$ cat src/rtl/osm_regs.svh
// Register offsets, field positions, reset values and the screen offset.
//==========================================================================
`ifndef OSM_REGS_SVH
`define OSM_REGS_SVH

//==========================================================================
// Register word indices; the byte address on the bus is four times these.
`define OSM_IDX_COL_FIRST   6'h04
`define OSM_IDX_COL_LIMIT   6'h05
`define OSM_IDX_ROW_CTRL    6'h06
`define OSM_IDX_GEN_CTRL    6'h07
`define OSM_IDX_SND_POS     6'h08
`define OSM_IDX_SND_CTRL    6'h09
`define OSM_IDX_IRQ_STAT    6'h0a
`define OSM_IDX_IRQ_MASK    6'h0b
`define OSM_IDX_STATE       6'h0c

//==========================================================================
// Field positions.
`define OSM_POS_HOLD        6
`define OSM_POS_RDLY_HI     7
`define OSM_POS_RDLY_LO     4
`define OSM_POS_FG_INC      3
`define OSM_POS_ROW_MESH    0
`define OSM_POS_HT_DLY      7
`define OSM_POS_CLR_HI      6
`define OSM_POS_CLR_LO      4
`define OSM_POS_HT_PIN      3
`define OSM_POS_SW_FIELD    2
`define OSM_POS_SW_MESH     1
`define OSM_POS_MESH_EN     0
`define OSM_POS_SC_EN       7

//==========================================================================
// Reset values and reserved read-back.
`define OSM_RST_COL         8'h00
`define OSM_RST_ROW_CTRL    8'h00
`define OSM_RST_GEN_CTRL    8'h00
`define OSM_RST_SND_POS     8'h00
`define OSM_RST_SND_CTRL    8'h00
`define OSM_RSV_COL         8'he0
`define OSM_RSV_SND_POS     8'h80
`define OSM_ROW_WMASK       8'hf9
`define OSM_SND_OFFSET      6'h03

`endif

$ cat src/rtl/osm_pkg.sv
// Types shared by the mesh and second colour block.
`default_nettype none
package osm_pkg;
   typedef enum logic [1:0] {
      OSM_IDLE,
      OSM_H_SVC,
      OSM_V_SVC
   } osm_svc_e;
endpackage
`default_nettype wire

$ cat src/rtl/osm_half_delay.sv
// Half dot period delay line for the blanking output.
`default_nettype none
module osm_half_delay #(
   parameter int DEPTH = 16
) (
   // Clock and reset.
   input  wire logic       clk_sys,
   input  wire logic       sys_rst,
   // Data.
   input  wire logic       din,
   input  wire logic [3:0] code,
   output logic            dout
);
   typedef struct packed {
      logic [DEPTH-1:0] tap;
      logic             out;
   } osm_dly_s;

   osm_dly_s state_q;
   osm_dly_s state_d;

   // The block clock runs at twice the dot rate, so each tap is half a dot.
   always_comb begin
      state_d     = state_q;
      state_d.tap = {state_q.tap[DEPTH-2:0], din};
      if (code == 4'h0) begin
         state_d.out = din;
      end else begin
         state_d.out = state_q.tap[code - 4'h1];
      end
   end

   always_ff @(posedge clk_sys) begin
      if (sys_rst) begin
         state_q <= '0;
      end else begin
         state_q <= state_d;
      end
   end

   assign dout = state_q.out;
endmodule // osm_half_delay
`default_nettype wire

$ cat src/rtl/osm_mesh_ctrl.sv
// Mesh, halftone and second colour control with APB register file.
`include "osm_regs.svh"
`default_nettype none
module osm_mesh_ctrl (
   // Clock and reset.
   input  wire logic       clk_sys,
   input  wire logic       sys_rst,
   // APB slave.
   input  wire logic       psel,
   input  wire logic       penable,
   input  wire logic       pwrite,
   input  wire logic [7:0] paddr,
   input  wire logic [31:0] pwdata,
   output logic [31:0]     prdata,
   output logic            pready,
   output logic            pslverr,
   // Raster timing from the display generator.
   input  wire logic       dot_en,
   input  wire logic       hsync_pulse,
   input  wire logic       vsync_pulse,
   input  wire logic       row_start,
   input  wire logic [3:0] row_num,
   input  wire logic [4:0] char_col,
   input  wire logic       half_col,
   input  wire logic       field_odd,
   input  wire logic       isr_done,
   // Pixel inputs.
   input  wire logic       pix_fg,
   input  wire logic       pix_on,
   input  wire logic [2:0] fg_rgb,
   input  wire logic [2:0] bg_rgb,
   // Video outputs.
   output logic [2:0]      overlay_rgb,
   output logic            overlay_blank_output,
   output logic            halftone_output_pin,
   output logic            halftone_output_oe,
   // CPU interrupt.
   output logic            sync_irq_h,
   output logic            sync_irq_v,
   output logic            irq
);
   typedef struct packed {
      logic [7:0]          col_first;
      logic [7:0]          col_limit;
      logic [7:0]          row_ctrl;
      logic [7:0]          gen_ctrl;
      logic [7:0]          snd_pos;
      logic [7:0]          snd_ctrl;
      logic [1:0]          irq_stat;
      logic [1:0]          irq_mask;
      logic                row_mesh;
      osm_pkg::osm_svc_e   svc;
      logic                pend_h;
      logic                pend_v;
      logic                dot_phase;
      logic [2:0]          rgb;
      logic                blank_raw;
      logic                ht;
      logic                ht_dly;
      logic [31:0]         rdata;
   } osm_state_s;

   osm_state_s state_q;
   osm_state_s state_d;
   logic       blank_dly;
   logic [5:0] ridx;
   logic       algn;
   logic       acc;
   logic       wr;
   logic       in_win;
   logic       mesh_on;
   logic       parity;
   logic       show;
   logic       ht_act;
   logic [5:0] cur_half;

   // Half column number including the fixed screen offset.
   function automatic logic [5:0] half_pos(input logic [4:0] c,
                                           input logic h);
      half_pos = 6'({c, h}) + `OSM_SND_OFFSET;
   endfunction

   // Zero-wait APB slave: every access completes in its access phase.
   // Misaligned accesses still complete but touch no register.
   assign ridx    = paddr[7:2];
   assign algn    = paddr[1:0] == 2'b00;
   assign acc     = psel & penable & algn;
   assign wr      = acc & pwrite;
   assign pready  = 1'b1;
   assign pslverr = 1'b0;
   assign prdata  = state_q.rdata;

   // Window membership from the live column counter on every dot.
   assign in_win  = (char_col >= state_q.col_first[4:0]) &&
                    (char_col < state_q.col_limit[4:0]);
   assign mesh_on = state_q.gen_ctrl[`OSM_POS_MESH_EN] &
                    state_q.row_mesh & in_win &
                    ~state_q.gen_ctrl[`OSM_POS_HT_PIN];
   // Field parity is chosen by software or from the sync field flag.
   assign parity  = state_q.gen_ctrl[`OSM_POS_SW_MESH] ?
                    state_q.gen_ctrl[`OSM_POS_SW_FIELD] : field_odd;
   // Checkerboard by dot and row, flipped by the selected field parity; progressive gets no promise.
   assign show    = state_q.dot_phase ^ parity ^ row_num[0];
   assign ht_act  = state_q.gen_ctrl[`OSM_POS_HT_PIN] &
                    state_q.gen_ctrl[`OSM_POS_MESH_EN] &
                    state_q.row_mesh & in_win &
                    (~pix_fg | state_q.row_ctrl[`OSM_POS_FG_INC]);
   assign cur_half = half_pos(char_col, half_col);

   osm_half_delay #(
      .DEPTH (16)
   ) u_blank_dly (
      .clk_sys (clk_sys),
      .sys_rst (sys_rst),
      .din     (state_q.blank_raw),
      .code    (state_q.row_ctrl[`OSM_POS_RDLY_HI:`OSM_POS_RDLY_LO]),
      .dout    (blank_dly)
   );

   // Next-state logic: registers, interrupt arbitration and pixel path.
   always_comb begin
      state_d = state_q;
      // Register writes.
      if (wr) begin
         unique case (ridx)
            `OSM_IDX_COL_FIRST: state_d.col_first = pwdata[7:0] & 8'h1f;
            `OSM_IDX_COL_LIMIT: state_d.col_limit = pwdata[7:0] & 8'h1f;
            `OSM_IDX_ROW_CTRL:
               state_d.row_ctrl = pwdata[7:0] & `OSM_ROW_WMASK;
            `OSM_IDX_GEN_CTRL:  state_d.gen_ctrl = pwdata[7:0];
            `OSM_IDX_SND_POS:   state_d.snd_pos = pwdata[7:0] & 8'h7f;
            `OSM_IDX_SND_CTRL:  state_d.snd_ctrl = pwdata[7:0];
            `OSM_IDX_IRQ_MASK:  state_d.irq_mask = pwdata[1:0];
            default: ;
         endcase
      end
      // Register reads, captured for the next cycle's data output.
      state_d.rdata = 32'h0;
      if (psel & ~penable & ~pwrite & algn) begin
         unique case (ridx)
            `OSM_IDX_COL_FIRST:
               state_d.rdata[7:0] = state_q.col_first | `OSM_RSV_COL;
            `OSM_IDX_COL_LIMIT:
               state_d.rdata[7:0] = state_q.col_limit | `OSM_RSV_COL;
            `OSM_IDX_ROW_CTRL:  state_d.rdata[7:0] = state_q.row_ctrl;
            `OSM_IDX_GEN_CTRL:  state_d.rdata[7:0] = state_q.gen_ctrl;
            `OSM_IDX_SND_POS:
               state_d.rdata[7:0] = state_q.snd_pos | `OSM_RSV_SND_POS;
            `OSM_IDX_SND_CTRL:  state_d.rdata[7:0] = state_q.snd_ctrl;
            `OSM_IDX_IRQ_STAT:  state_d.rdata[1:0] = state_q.irq_stat;
            `OSM_IDX_IRQ_MASK:  state_d.rdata[1:0] = state_q.irq_mask;
            `OSM_IDX_STATE:
               state_d.rdata[3:0] = {state_q.pend_v, state_q.pend_h,
                                     2'(state_q.svc)};
            default: state_d.rdata = 32'h0;
         endcase
      end
      // Per-row mesh bit is latched at the row start for the coming row.
      if (row_start) begin
         state_d.row_mesh = state_q.row_ctrl[`OSM_POS_ROW_MESH];
      end
      // Sync interrupt service and optional pending of the other source.
      unique case (state_q.svc)
         osm_pkg::OSM_IDLE: begin
            if (hsync_pulse | state_q.pend_h) begin
               state_d.svc    = osm_pkg::OSM_H_SVC;
               state_d.pend_h = 1'b0;
               state_d.pend_v = state_q.pend_v | vsync_pulse;
            end else if (vsync_pulse | state_q.pend_v) begin
               state_d.svc    = osm_pkg::OSM_V_SVC;
               state_d.pend_v = 1'b0;
            end
         end
         osm_pkg::OSM_H_SVC: begin
            if (vsync_pulse) begin
               state_d.pend_v = state_q.snd_pos[`OSM_POS_HOLD];
            end
            if (isr_done) begin
               state_d.svc = osm_pkg::OSM_IDLE;
            end
         end
         osm_pkg::OSM_V_SVC: begin
            if (hsync_pulse) begin
               state_d.pend_h = state_q.snd_pos[`OSM_POS_HOLD];
            end
            if (isr_done) begin
               state_d.svc = osm_pkg::OSM_IDLE;
            end
         end
         default: state_d.svc = osm_pkg::OSM_IDLE;
      endcase
      if (~state_q.snd_pos[`OSM_POS_HOLD]) begin
         state_d.pend_h = 1'b0;
         state_d.pend_v = 1'b0;
      end
      // Sticky status: a new event wins over a clear in the same cycle.
      if (wr && ridx == `OSM_IDX_IRQ_STAT) begin
         state_d.irq_stat = state_q.irq_stat & ~pwdata[1:0];
      end
      state_d.irq_stat = state_d.irq_stat | {vsync_pulse, hsync_pulse};
      // Pixel path, advanced once per dot.
      if (dot_en) begin
         state_d.dot_phase = ~state_q.dot_phase;
         state_d.rgb       = pix_fg ? fg_rgb : bg_rgb;
         state_d.blank_raw = pix_on;
         if (pix_fg && state_q.snd_ctrl[`OSM_POS_SC_EN] &&
             row_num == state_q.snd_ctrl[3:0] &&
             cur_half >= state_q.snd_pos[5:0]) begin
            state_d.rgb = state_q.snd_ctrl[6:4];
         end
         if (mesh_on && !pix_on) begin
            state_d.blank_raw = show;
            // Colour field is B,G,R high to low; output bus is R,G,B.
            state_d.rgb = {state_q.gen_ctrl[4], state_q.gen_ctrl[5],
                           state_q.gen_ctrl[6]};
         end
         // Halftone pin darkens live video; polarity from field bit.
         state_d.ht = ht_act ^ state_q.gen_ctrl[`OSM_POS_SW_FIELD];
         if (ht_act) begin
            state_d.blank_raw = pix_on & pix_fg;
         end
      end
      state_d.ht_dly = state_q.gen_ctrl[`OSM_POS_HT_DLY] ?
                       state_q.ht : state_d.ht;
   end

   // State register.
   always_ff @(posedge clk_sys) begin
      if (sys_rst) begin
         state_q          <= '0;
         state_q.svc      <= osm_pkg::OSM_IDLE;
         state_q.col_first <= `OSM_RST_COL;
         state_q.col_limit <= `OSM_RST_COL;
         state_q.row_ctrl <= `OSM_RST_ROW_CTRL;
         state_q.gen_ctrl <= `OSM_RST_GEN_CTRL;
         state_q.snd_pos  <= `OSM_RST_SND_POS;
         state_q.snd_ctrl <= `OSM_RST_SND_CTRL;
      end else begin
         state_q <= state_d;
      end
   end

   // Outputs; the pin is only driven while halftone mode owns it.
   assign overlay_rgb          = state_q.rgb;
   assign overlay_blank_output = blank_dly;
   assign halftone_output_pin  = state_q.ht_dly;
   assign halftone_output_oe   = state_q.gen_ctrl[`OSM_POS_HT_PIN];
   assign sync_irq_h = state_q.svc == osm_pkg::OSM_H_SVC;
   assign sync_irq_v = state_q.svc == osm_pkg::OSM_V_SVC;
   assign irq        = |(state_q.irq_stat & state_q.irq_mask);
endmodule // osm_mesh_ctrl
`default_nettype wire

$ cat config.mk
export PLATFORM = sky130hd
export DESIGN_NAME = osm_mesh_ctrl
export DESIGN_NICKNAME = d
export VERILOG_FILES = /design/src/rtl/osm_pkg.sv /design/src/rtl/osm_half_delay.sv /design/src/rtl/osm_mesh_ctrl.sv
export VERILOG_INCLUDE_DIRS = /design/src /design/src/rtl
export SDC_FILE = /design/constraint.sdc
export NUM_CORES = 1
export LEC_CHECK = 0
export ABC_AREA = 1
export BUFFER_PORTS_ARGS = -buffer_cell sky130_fd_sc_hd__buf_4
export CORE_ASPECT_RATIO = 0.7
export CORE_MARGIN = 3
export CORE_UTILIZATION = 48
export DETAILED_ROUTE_END_ITERATION = 12
export PLACE_DENSITY = 0.8
export SYNTH_ARGS = -nofsm -noshare
export SYNTH_HDL_FRONTEND = slang
export SYNTH_SLANG_ARGS = --single-unit
export TNS_END_PERCENT = 1
$ cat constraint.sdc
create_clock -name clk_sys -period 1.6 [get_ports clk_sys]
set_input_delay 0.08 -clock clk_sys [delete_from_list [all_inputs] [get_ports clk_sys]]
set_output_delay 0.08 -clock clk_sys [all_outputs]
set_load 0.1 [all_outputs]
# --- After elaboration in Yosys (flattened, before gate mapping) ---
# Index checks and enable logic that the tools add are counted.
totals:
  register_bits: 104
  latchBits: 0
  ram_bits: 0
  romBits: 0
  in_bits: 69
  out_inout_bits: 43
  elab_cells: 126
  memories: 0
op_classes:
  add_sub_neg: 2
  multipliers: 0
  n_div: 0
  magnitude_cmp: 4
  n_eq_ne: 17
  shifts: 0
  muxes: 25
  bitwise: 31
  n_reduce_logical: 26
op_table:
  columns: ["operator", "n"]
  rows:
  - ["$eq 6x4->1 const B", 5]
  - ["$eq 6x3->1 const B", 4]
  - ["$pmux 4 s6", 1]
  - ["$pmux 2 s9", 1]
  - ["$reduce_and 2->1", 8]
  - ["$and 1x1->1", 14]
  - ["$pmux 2 s7", 1]
  - ["$mux 1", 11]
  - ["$mux 2", 4]
  - ["$reduce_or 2->1", 4]
  - ["$not 1->1", 7]
  - ["$add 6x2->6 const B", 1]
  - ["$ge 6x6->1", 1]
  - ["$logic_and 1x1->1", 6]
  - ["$mux 3", 2]
  - ["$ne 2x2->1 const B", 3]
  - ["$reduce_and 3->1", 2]
  - ["$ge 5x5->1", 1]
  - ["$lt 4x5->1 const B", 1]
  - ["$lt 5x5->1", 1]
  - ["$and 2x2->2", 2]
  - ["$bmux 1 s4", 1]
  - ["$eq 4x4->1", 1]
  - ["$logic_not 2->1", 2]
  - ["other kinds (15)", 21]

# --- Longest topological paths before layout ---
# Gate-level depths: netlist (run 1).
logic_depth:
  word_depth: 7
  depth_mapped: 14
  depth_no_buf: 14

# --- Cells and area by module ---
# A second synthesis (run 1) with hierarchy kept.
unflattened:
  cells_unflattened: 606
  hier_area_um2: 4384.2
modules_own_cells:
  columns: ["mod", "n_inst", "cells_per_inst", "area_each_um2", "seq_area_each_um2"]
  rows:
  - ["osm_mesh_ctrl", 1, 504, 3647.2, 1261.2]
  - ["osm_half_delay", 1, 102, 737.0, 340.3]

# --- Worst setup path after synthesis (run 1) ---
# OpenSTA, ideal clock, no wires.
synth_path:
  kind: "reg2reg"
  start: "register state_q, in the netlist halftone_output_oe"
  end: "register state_q[34] (netlist bit)"
  setup_ns: 0.109
  arrival_ns: 1.709
  t_required_ns: 1.491
  slack_ns: -0.218
  stages_incl_launch_ff: 8
  path_buffers: 0
  period_less_slack_ns: 1.818
  path_cell_list: "dfxtp_1 > inv_1 > a21oi_1 > nand4_1 > o21ai_0 > nand3_1 > nand2_1 > inv_1"
synth_between:
  elab_chain_cells: 5
  word_cells_on_any_way: 9
  cone_classes: "2 x mux; 6 x bitwise; 1 x reduce/logical"
synth_rtl:
  columns: ["item", "line_no", "rtl"]
  rows:
  - ["start, declared", "osm_mesh_ctrl.sv:63", "osm_state_s state_q;"]
  - ["start signal, assigned", "osm_mesh_ctrl.sv:239", "state_q <= state_d;"]
  - ["$and 1x1->1 or $not 1->1 (tied branches)", "osm_mesh_ctrl.sv:104, osm_mesh_ctrl.sv:98", null]
  - ["$and 1x1->1 (on tied branches)", "osm_mesh_ctrl.sv:104, osm_mesh_ctrl.sv:96", null]
  - ["$and 1x1->1 or $logic_and 1x1->1 (tied branches)", "osm_mesh_ctrl.sv:104, osm_mesh_ctrl.sv:211", null]
  - ["$and 1x1->1 or $mux 4 (tied branches)", "osm_mesh_ctrl.sv:104, osm_mesh_ctrl.sv:211", null]
  - ["$mux 1 *", "osm_mesh_ctrl.sv:219", "if (ht_act) begin"]
# Mark *: on every way between the ends. The rest lies on a longest branch, timed or not.
# A chain may end at the register's enable or synchronous reset.

# --- Final worst setup path (run 1) ---
layout_path:
  start: "register state_q[90] (netlist bit)"
  end: "register state_q, in the netlist overlay_rgb[1]"
layout_between:
  elab_chain_cells: 6
layout_rtl:
  columns: ["item", "line_no", "rtl"]
  rows:
  - ["$ge 5x5->1", "osm_mesh_ctrl.sv:94", "assign in_win = (char_col >= state_q.col_first[4:0]) &&"]
  - ["$logic_and 1x1->1", "osm_mesh_ctrl.sv:94", null]
  - ["$and 1x1->1 (2 in a row)", "osm_mesh_ctrl.sv:96", "assign mesh_on = state_q.gen_ctrl[`OSM_POS_MESH_EN] &"]
  - ["$logic_and 1x1->1", "osm_mesh_ctrl.sv:211", "if (mesh_on && !pix_on) begin"]
  - ["$mux 4", "osm_mesh_ctrl.sv:211", null]
# Every way passes these cells.

==> metrics, run 1 <==
chip height=86.14 um; Final setup viols=4; gr busiest metal=met2; Core Rows=28; Placer Congestion=0.9502; R2R Setup Slk=-0.11 ns; H-tree Lvls=3; maximum vdd drop=0.7118 mV; antenna violations before repair=0; fmax=583.4 MHz; drt initial violations=438; met1 GRT Util=0.3209; commonest non-fill, non-tap cell in the layout=buf_4; final hold violation count=0; total power=5.250 mW; CTS sink cnt=80; leakage=2.413 nW; Final min period=1.714 ns; RSZ-0062 raised after global routing=true; I/O Pins=112; area of the die=0.01038 mm2; via count=4,243; Layout Nets=766; synthesized area=0.004404 mm2; Worst EP required=1.87 ns; Worst Setup Start Kind=flop; DPL Wire Length=9.287 mm; CTS Buf Count=9; CP Class=flop to flop; Final Max Slew Viols=0; Comb pwr share=0.181; maxcap violations=0; Seq pwr share=0.388; clock transition at the registers of the reported paths=0.06 ns; M2 GR Usage=0.3634; Die W=120.5 um; vias in the first global route=3,984; DR DRC count=0; Finished Layout Cells=801; gr ovfl total=0; Routed Antenna Nets=0; internal power=3.729 mW; CP Data Arrival Time=1.99 ns; Mapped Avg Cell Area=7.390 um2; clock share of power=0.431; Syn Inst Count=596; Yosys warnings=0; critical path endpoint category=flop; largest net degree at the start of global routing=45; Hold WC Path Type=input port to flop; pwr dens=948.1 mW/mm2; period utilisation layout=1.071; layout cells sized above 1=0.2746; ant diodes=0; Worst Skew=0.003643 ns; vias per cell=5.297; CTS tree=yes; Setup WS post-layout=-0.1140 ns; routed len/inst=15.80 um; core area=0.008688 mm2; global-route wire length before repair=19.31 mm; Root Buffer=clkbuf_16; worst-path fanout max=6; status=complete, but fails checks; Post-Route WL=12.65 mm; worst skew pair latency=0.34 ns; Max clock buf depth=2; Area Overhead vs Synth=25.74%; Psw=1.521 mW; most frequent cells in the layout=buf_4, inv_1, dfxtp_1; first drt pass iteration count=6; Tot GR Track Use=0.2394; port bufs=61; Initial Utilization=0.5069; DP Cell Count=779; Netlist cell types=46; failing checks=negative setup slack; switching share of power=0.2897; met3 Resource Use GR=0.07844; sequential area share after synthesis=0.3636; flops & latches, synth=80
area by class of cell:
cell class                 instances  area [um2]
clock buffer                      11       252.7
clock inverter                     5       78.83
fill                             739        3151
inverter                         101       381.6
multi-input combinational        390        2345
sequential                        80        1610
tap                              120       150.1
timing repair buffer              94       719.4
per-layer routing:
layer,part of all wire,vias up
met5,0,-
met4,0.027,0
met3,0.11,45
met2,0.44,250
met1,0.42,1908
li1,-,2040
per-stage QoR:
stage          setup WS (ns)  hold slack (ns)    util  setup TNS (ns)  area, um2
2_1_floorplan        -0.1970           0.1741       -         -0.4743       4496
3_3_place_gp         -0.3164           0.2724  0.5700         -0.9703       4952
3_5_place_dp         -0.4565           0.2791  0.5700          -1.492       4952
4_1_cts             -0.07842          0.01167  0.6181         -0.2089       5370
5_1_grt              -0.1895          0.02113  0.6374         -0.7596       5538
6_report             -0.1140          0.02050  0.6374         -0.2928       5538
cell families after synthesis:
group,count (synthesis),synth area share
adder cells (fa/ha/maj),21,0.05966
AO/OA/AOI/OAI,154,0.1906
XOR/XNOR,9,0.01790
other,2,0.001705
flip-flops,80,0.3636
multiplexers,3,0.007670
AND/OR/NAND/NOR,177,0.1918
buffers and inverters,150,0.1670
cells in the mapped netlist (all sizes together):
library cell,instances,area share
nor2,73,0.076
conb,2,0.0017
o31a,1,0.0020
mux2,3,0.0077
a221oi,1,0.0020
o21ai,62,0.073
xor2,5,0.0099
nor3b,1,0.0017
inv,101,0.087
nor3,3,0.0034
nand3b,2,0.0034
xnor2,4,0.0080
a41oi,1,0.0020
dfxtp,80,0.36
clkbuf,4,0.0034
or2,1,0.0014
a21oi,68,0.078
o2111ai,1,0.0020
ha,21,0.060
a211oi,2,0.0034
nand2,64,0.058
nand3,25,0.034
buf,45,0.077
a31oi,3,0.0043
o221ai,1,0.0020
o22ai,8,0.011
o211ai,2,0.0034
nand4,8,0.015
a22oi,3,0.0051
a22o,1,0.0020
worst paths after layout:
check	start	endpoint	cells after the start
hold / removal	pwdata[5]	state_q[53]$_SDFFE_PP0P_	3
setup reg to reg	state_q[90]$_SDFFE_PP0P_	overlay_rgb[1]$_SDFFE_PP0P_	12
setup / recovery	state_q[90]$_SDFFE_PP0P_	overlay_rgb[1]$_SDFFE_PP0P_	12
hold reg to reg	u_blank_dly.state_d[2]$_SDFF_PP0_	u_blank_dly.state_d[3]$_SDFF_PP0_	2
sequential cells by signal (all words and copies together), names as in the netlist:
name / count
halftone_output_pin: 1
u_blank_dly.state_d: 15
prdata: 8
u_blank_dly.state_q: 1
u_blank_dly.dout: 1
overlay_rgb: 3
state_q: 50
halftone_output_oe: 1
power groups by stage:
stage | sequential (mW) | combinational [mW] | clock [mW]
floorplan | 2.09 | 0.683 | 0
global placement | 2.08 | 0.846 | 0
detailed placement | 2.08 | 0.873 | 0
CTS | 2.04 | 0.892 | 2.28
global route | 2.04 | 1.01 | 2.39
finish | 2.04 | 0.953 | 2.26
timing repair:
item,4_1_cts,5_1_grt
resized for setup,13,37
buffers inserted,0,2
gates cloned,0,0
endpoints found under the hold margin,4,0
setup endpoints to repair,6,7
hold buffers,4,0
pin swaps,7,19
worst max-delay path, stage by stage, from the launching register on:
cell     delay [ns]
dfxtp_2        0.33
inv_2          0.05
ha_4           0.24
a21oi_2        0.15
nand2_1        0.08
nand2_2        0.09
nand2_2        0.07
nand4_1        0.12
buf_6          0.15
nor2_2         0.03
nor2_1         0.11
nand2_1        0.08
a21oi_1        0.15
(Power assumes the default switching activity.)
==> inputs of run 2 (changes only) <==
--- a/config.mk
+++ b/config.mk
@@ -6,9 +6,7 @@
 export SDC_FILE = /design/constraint.sdc
 export NUM_CORES = 1
 export LEC_CHECK = 0
-export ABC_AREA = 1
 export BUFFER_PORTS_ARGS = -buffer_cell sky130_fd_sc_hd__buf_4
-export CORE_ASPECT_RATIO = 0.7
 export CORE_MARGIN = 3
 export CORE_UTILIZATION = 48
 export DETAILED_ROUTE_END_ITERATION = 12
==> run 2 against run 1 <==
  * Via count shrank 13%
  * Worst hold slack lost 0.022 ns
  * Synthesized area shrank 0.91%
  * The run ends with negative hold slack, negative setup slack left
  * Die area shrank 1.0%
  * Wire length shrank 12%
  * Largest cell class unchanged
  * Clock-buffer cell count shrank 2
  * Fmax shrank 9.2%
  * First-iteration DRC count shrank 55%
  * Core utilization shrank 0.73 points
  * Non-clock buffer count grew 26
==> metrics, run 2 <==
status=complete, but fails checks; failing checks=negative hold slack, negative setup slack; Placer Congestion=0.8759 (-7.8%); vias per cell=5.337 (+0.76%); FFs w/ async S/R, synth=0 (unchanged); via count=3,704 (-13%); Yosys warnings=0 (unchanged); Final Max Slew Viols=0 (unchanged); core area=0.008763 mm2 (+0.86%); final hold violation count=1 (+1); maximum vdd drop=0.4017 mV (-44%); Seq pwr share=0.472 (+0.084); Post-Route WL=11.10 mm (-12%); leakage=2.234 nW (-7.4%); number of flops mapped to enable cells by yosys=0 (unchanged); mux contribution to synthesized area=0.1574 (+0.1497); most common cell in the netlist=dfxtp_1; critical path endpoint category=flop; DPL Wire Length=8.512 mm (-8.3%); Layout Nets=671 (-12%); Reg area=0.001614 mm2 (+0.23%); Die W=101.4 um (-16%); crit-path leading delay family=compound AO/OA/AOI/OAI gates; Max clock buf depth=2 (unchanged); synthesized area=0.004364 mm2 (-0.91%); port bufs=61 (unchanged); buffers plus inverters on the worst setup path=2 (unchanged); CTS tree=yes; I/O Pins=112 (unchanged); Place WS=-0.7518 ns (-0.2953 ns); fmax=529.6 MHz (-9.2%); Mapped Avg Cell Area=9.054 um2 (+23%); Simple-Gate Fraction of Synth Area=0.1792 (-0.01258); CTS Buf Count=9 (unchanged); Hold WC Path Type=input port to flop; clock share of power=0.316 (-0.115); main combinational cell family by area after synthesis=simple AND/OR/NAND/NOR gates; largest net degree at the start of global routing=33 (-27%); Worst Setup Start Kind=flop; Worst EP required=1.83 ns (-0.04 ns); routed len/inst=16.00 um (+1.3%); antenna violations before repair=0 (unchanged); synth top area cells=dfxtp_1, mux2i_1, buf_4, ha_1, nor2_1; commonest non-fill, non-tap cell in the layout=buf_4; global-route wire length before repair=17.62 mm (-8.8%); Syn Inst Count=482 (-19%); maxcap violations=0 (unchanged); adder-cell share of the synthesized area=0.06021 (+0.0005473); Core Rows=34 (+21%); FILL cells=722 (-2.3%); share of the synthesized area in the top cell type=0.3670 (+0.003336); chip height=101.4 um (+18%); worst skew pair latency=0.36 ns (+0.02 ns); RSZ-0062 raised after global routing=true; H-tree Lvls=3 (unchanged); flops & latches, synth=80 (unchanged); max reg flops=50 (unchanged); CP Cell Sequence=inv_2 -> ha_4 -> o21ai_4 -> a2111oi_4 -> nand3_1 -> buf_6 -> mux2_4 -> mux2i_1 -> a211oi_1; CTS sink cnt=80 (unchanged); DR DRC count=0 (unchanged); worst-path fanout max=3 (-3); final instance area=0.005522 mm2 (-0.29%); first drt pass iteration count=5 (-1); Initial Utilization=0.4980 (-0.008911); Worst Skew=0.01345 ns (+0.009806 ns); crit path max-delay cell type=dfxtp_2; clock transition at the registers of the reported paths=0.09 ns (+0.03 ns); most frequent cells in the layout=buf_4, dfxtp_1, nor2_1; Top FF cell, synth=dfxtp_1; hold_ws=-0.001507 ns (-0.02201 ns); pwr dens=782.5 mW/mm2 (-17%); period utilisation layout=1.180 (+0.1089); Routed Antenna Nets=0 (unchanged); internal power=2.869 mW (-23%); area of the multi-input gates=0.002547 mm2 (+8.6%); area of the die=0.01027 mm2 (-1.0%); TNS Setup=-1.492 ns (-1.199 ns); Psw=1.452 mW (-4.6%); drt initial violations=198 (-55%); Root Buffer=clkbuf_8; Synth Area in Compound Gates=0.1018 (-0.08885); Placed Area=0.005164 mm2 (+4.3%); Comb pwr share=0.212 (+0.031); vias in the first global route=3,608 (-9.4%); xor-xnor portion of the synthesized cell area=0.02810 (+0.01020); Setup WS post-layout=-0.2882 ns (-0.1743 ns); Final setup viols=7 (+3); ant diodes=0 (unchanged); Tot GR Track Use=0.2164 (-0.02305); largest register by flop count=state_q; gr ovfl total=0 (unchanged); CP Data Arrival Time=2.12 ns (+0.13 ns); cell taking the most area after synthesis=dfxtp_1; layout cells sized above 1=0.3174 (+0.04281); switching share of power=0.3359 (+0.04619); sequential area share after synthesis=0.3670 (+0.003336); Final min period=1.888 ns (+0.1743 ns); max incr delay on CP=0.35 ns (+0.02 ns); Post-synth top cells=dfxtp_1, nor2_1, mux2i_1, buf_4, nand2_1; CP Class=flop to flop; Area Overhead vs Synth=26.52%; Netlist cell types=49 (+6.5%)
==> run 2: cell types whose count changed in the layout (fill, tap and decap cells not counted), sizes merged, moves of 16 or more <==
cell,previous run,this run
nor2b,0,19
mux2i,0,45
nand3,25,9
o21ai,62,20
inv,101,30
nand2,64,32
a21oi,68,18
buf,90,116
==> run 2: final timing paths <==
path / startpoint / cells past startpoint / end / slack, ns
min reg2reg: u_blank_dly.state_d[8]$_SDFF_PP0_ / 1 / u_blank_dly.state_d[9]$_SDFF_PP0_ / 0.47
min: pwdata[6] / 3 / state_q[62]$_SDFFE_PP0P_ / -0.002
max reg2reg: state_q[60]$_SDFFE_PP0P_ / 9 / overlay_rgb[1]$_SDFFE_PP0P_ / -0.29
max: state_q[60]$_SDFFE_PP0P_ / 9 / overlay_rgb[1]$_SDFFE_PP0P_ / -0.29
==> run 2: layer usage <==
layer | vias up | global-route usage | part of all wire
li1 | 1793 | - | -
met1 | 1737 | 0.2662 | 0.42
met2 | 142 | 0.3773 | 0.48
met3 | 32 | 0.03444 | 0.065
met4 | 0 | 0.08589 | 0.033
met5 | - | 0 | 0
==> run 2: cell families (layout without fill, tap and decap cells) <==
family                   Yosys count  count (layout)
AO/OA/AOI/OAI                     71              71
XOR/XNOR                          14              14
adder cells (fa/ha/maj)           21              21
buffers and inverters             83             163
flip-flops                        80              80
multiplexers                      59              59
other                              2              26
AND/OR/NAND/NOR                  152             152
==> run 2: cell type report <==
class	count	share of cell area
multi-input cells	343	0.4614
flip-flops and latches	80	0.2923
repair buffers	120	0.1679
well taps	108	0.02447
clock buffers	9	0.02243
inverters	27	0.02198
clock inverters	7	0.009517
==> run 2: worst min-delay path: stages <==
cell	delay, ns
buf_4	0.11
mux2i_1	0.06
nor2_1	0.07
==> run 2: metrics by stage <==
stage | utilization | power (mW) | hold WS, ns | cells
2_1_floorplan | - | 2.744 | 0.2095 | 506
3_3_place_gp | 0.5892 | 2.907 | 0.3367 | 674
3_5_place_dp | 0.5892 | 2.930 | 0.3366 | 674
4_1_cts | 0.6228 | 4.295 | 0.0005176 | 694
5_1_grt | 0.6301 | 4.468 | 0.005351 | 694
6_report | 0.6301 | 4.321 | -0.001507 | 694
==> run 2: repair_timing <==
action,4_1_cts,5_1_grt
pin swaps,5,2
cloned,0,0
buffers inserted,0,0
endpoints found under the setup margin,7,9
hold buffers,4,0
resized for setup,18,15
endpoints found under the hold margin,6,0
==> run 2: power by group through the flow <==
stage                     combinational [mW]  clock [mW]  sequential, mW
final                                  0.917        1.37            2.04
after global routing                   0.974        1.45            2.04
after CTS                              0.878        1.38            2.04
after detailed placement               0.847           0            2.08
after global placement                 0.825           0            2.08
after floorplan                        0.650           0            2.09
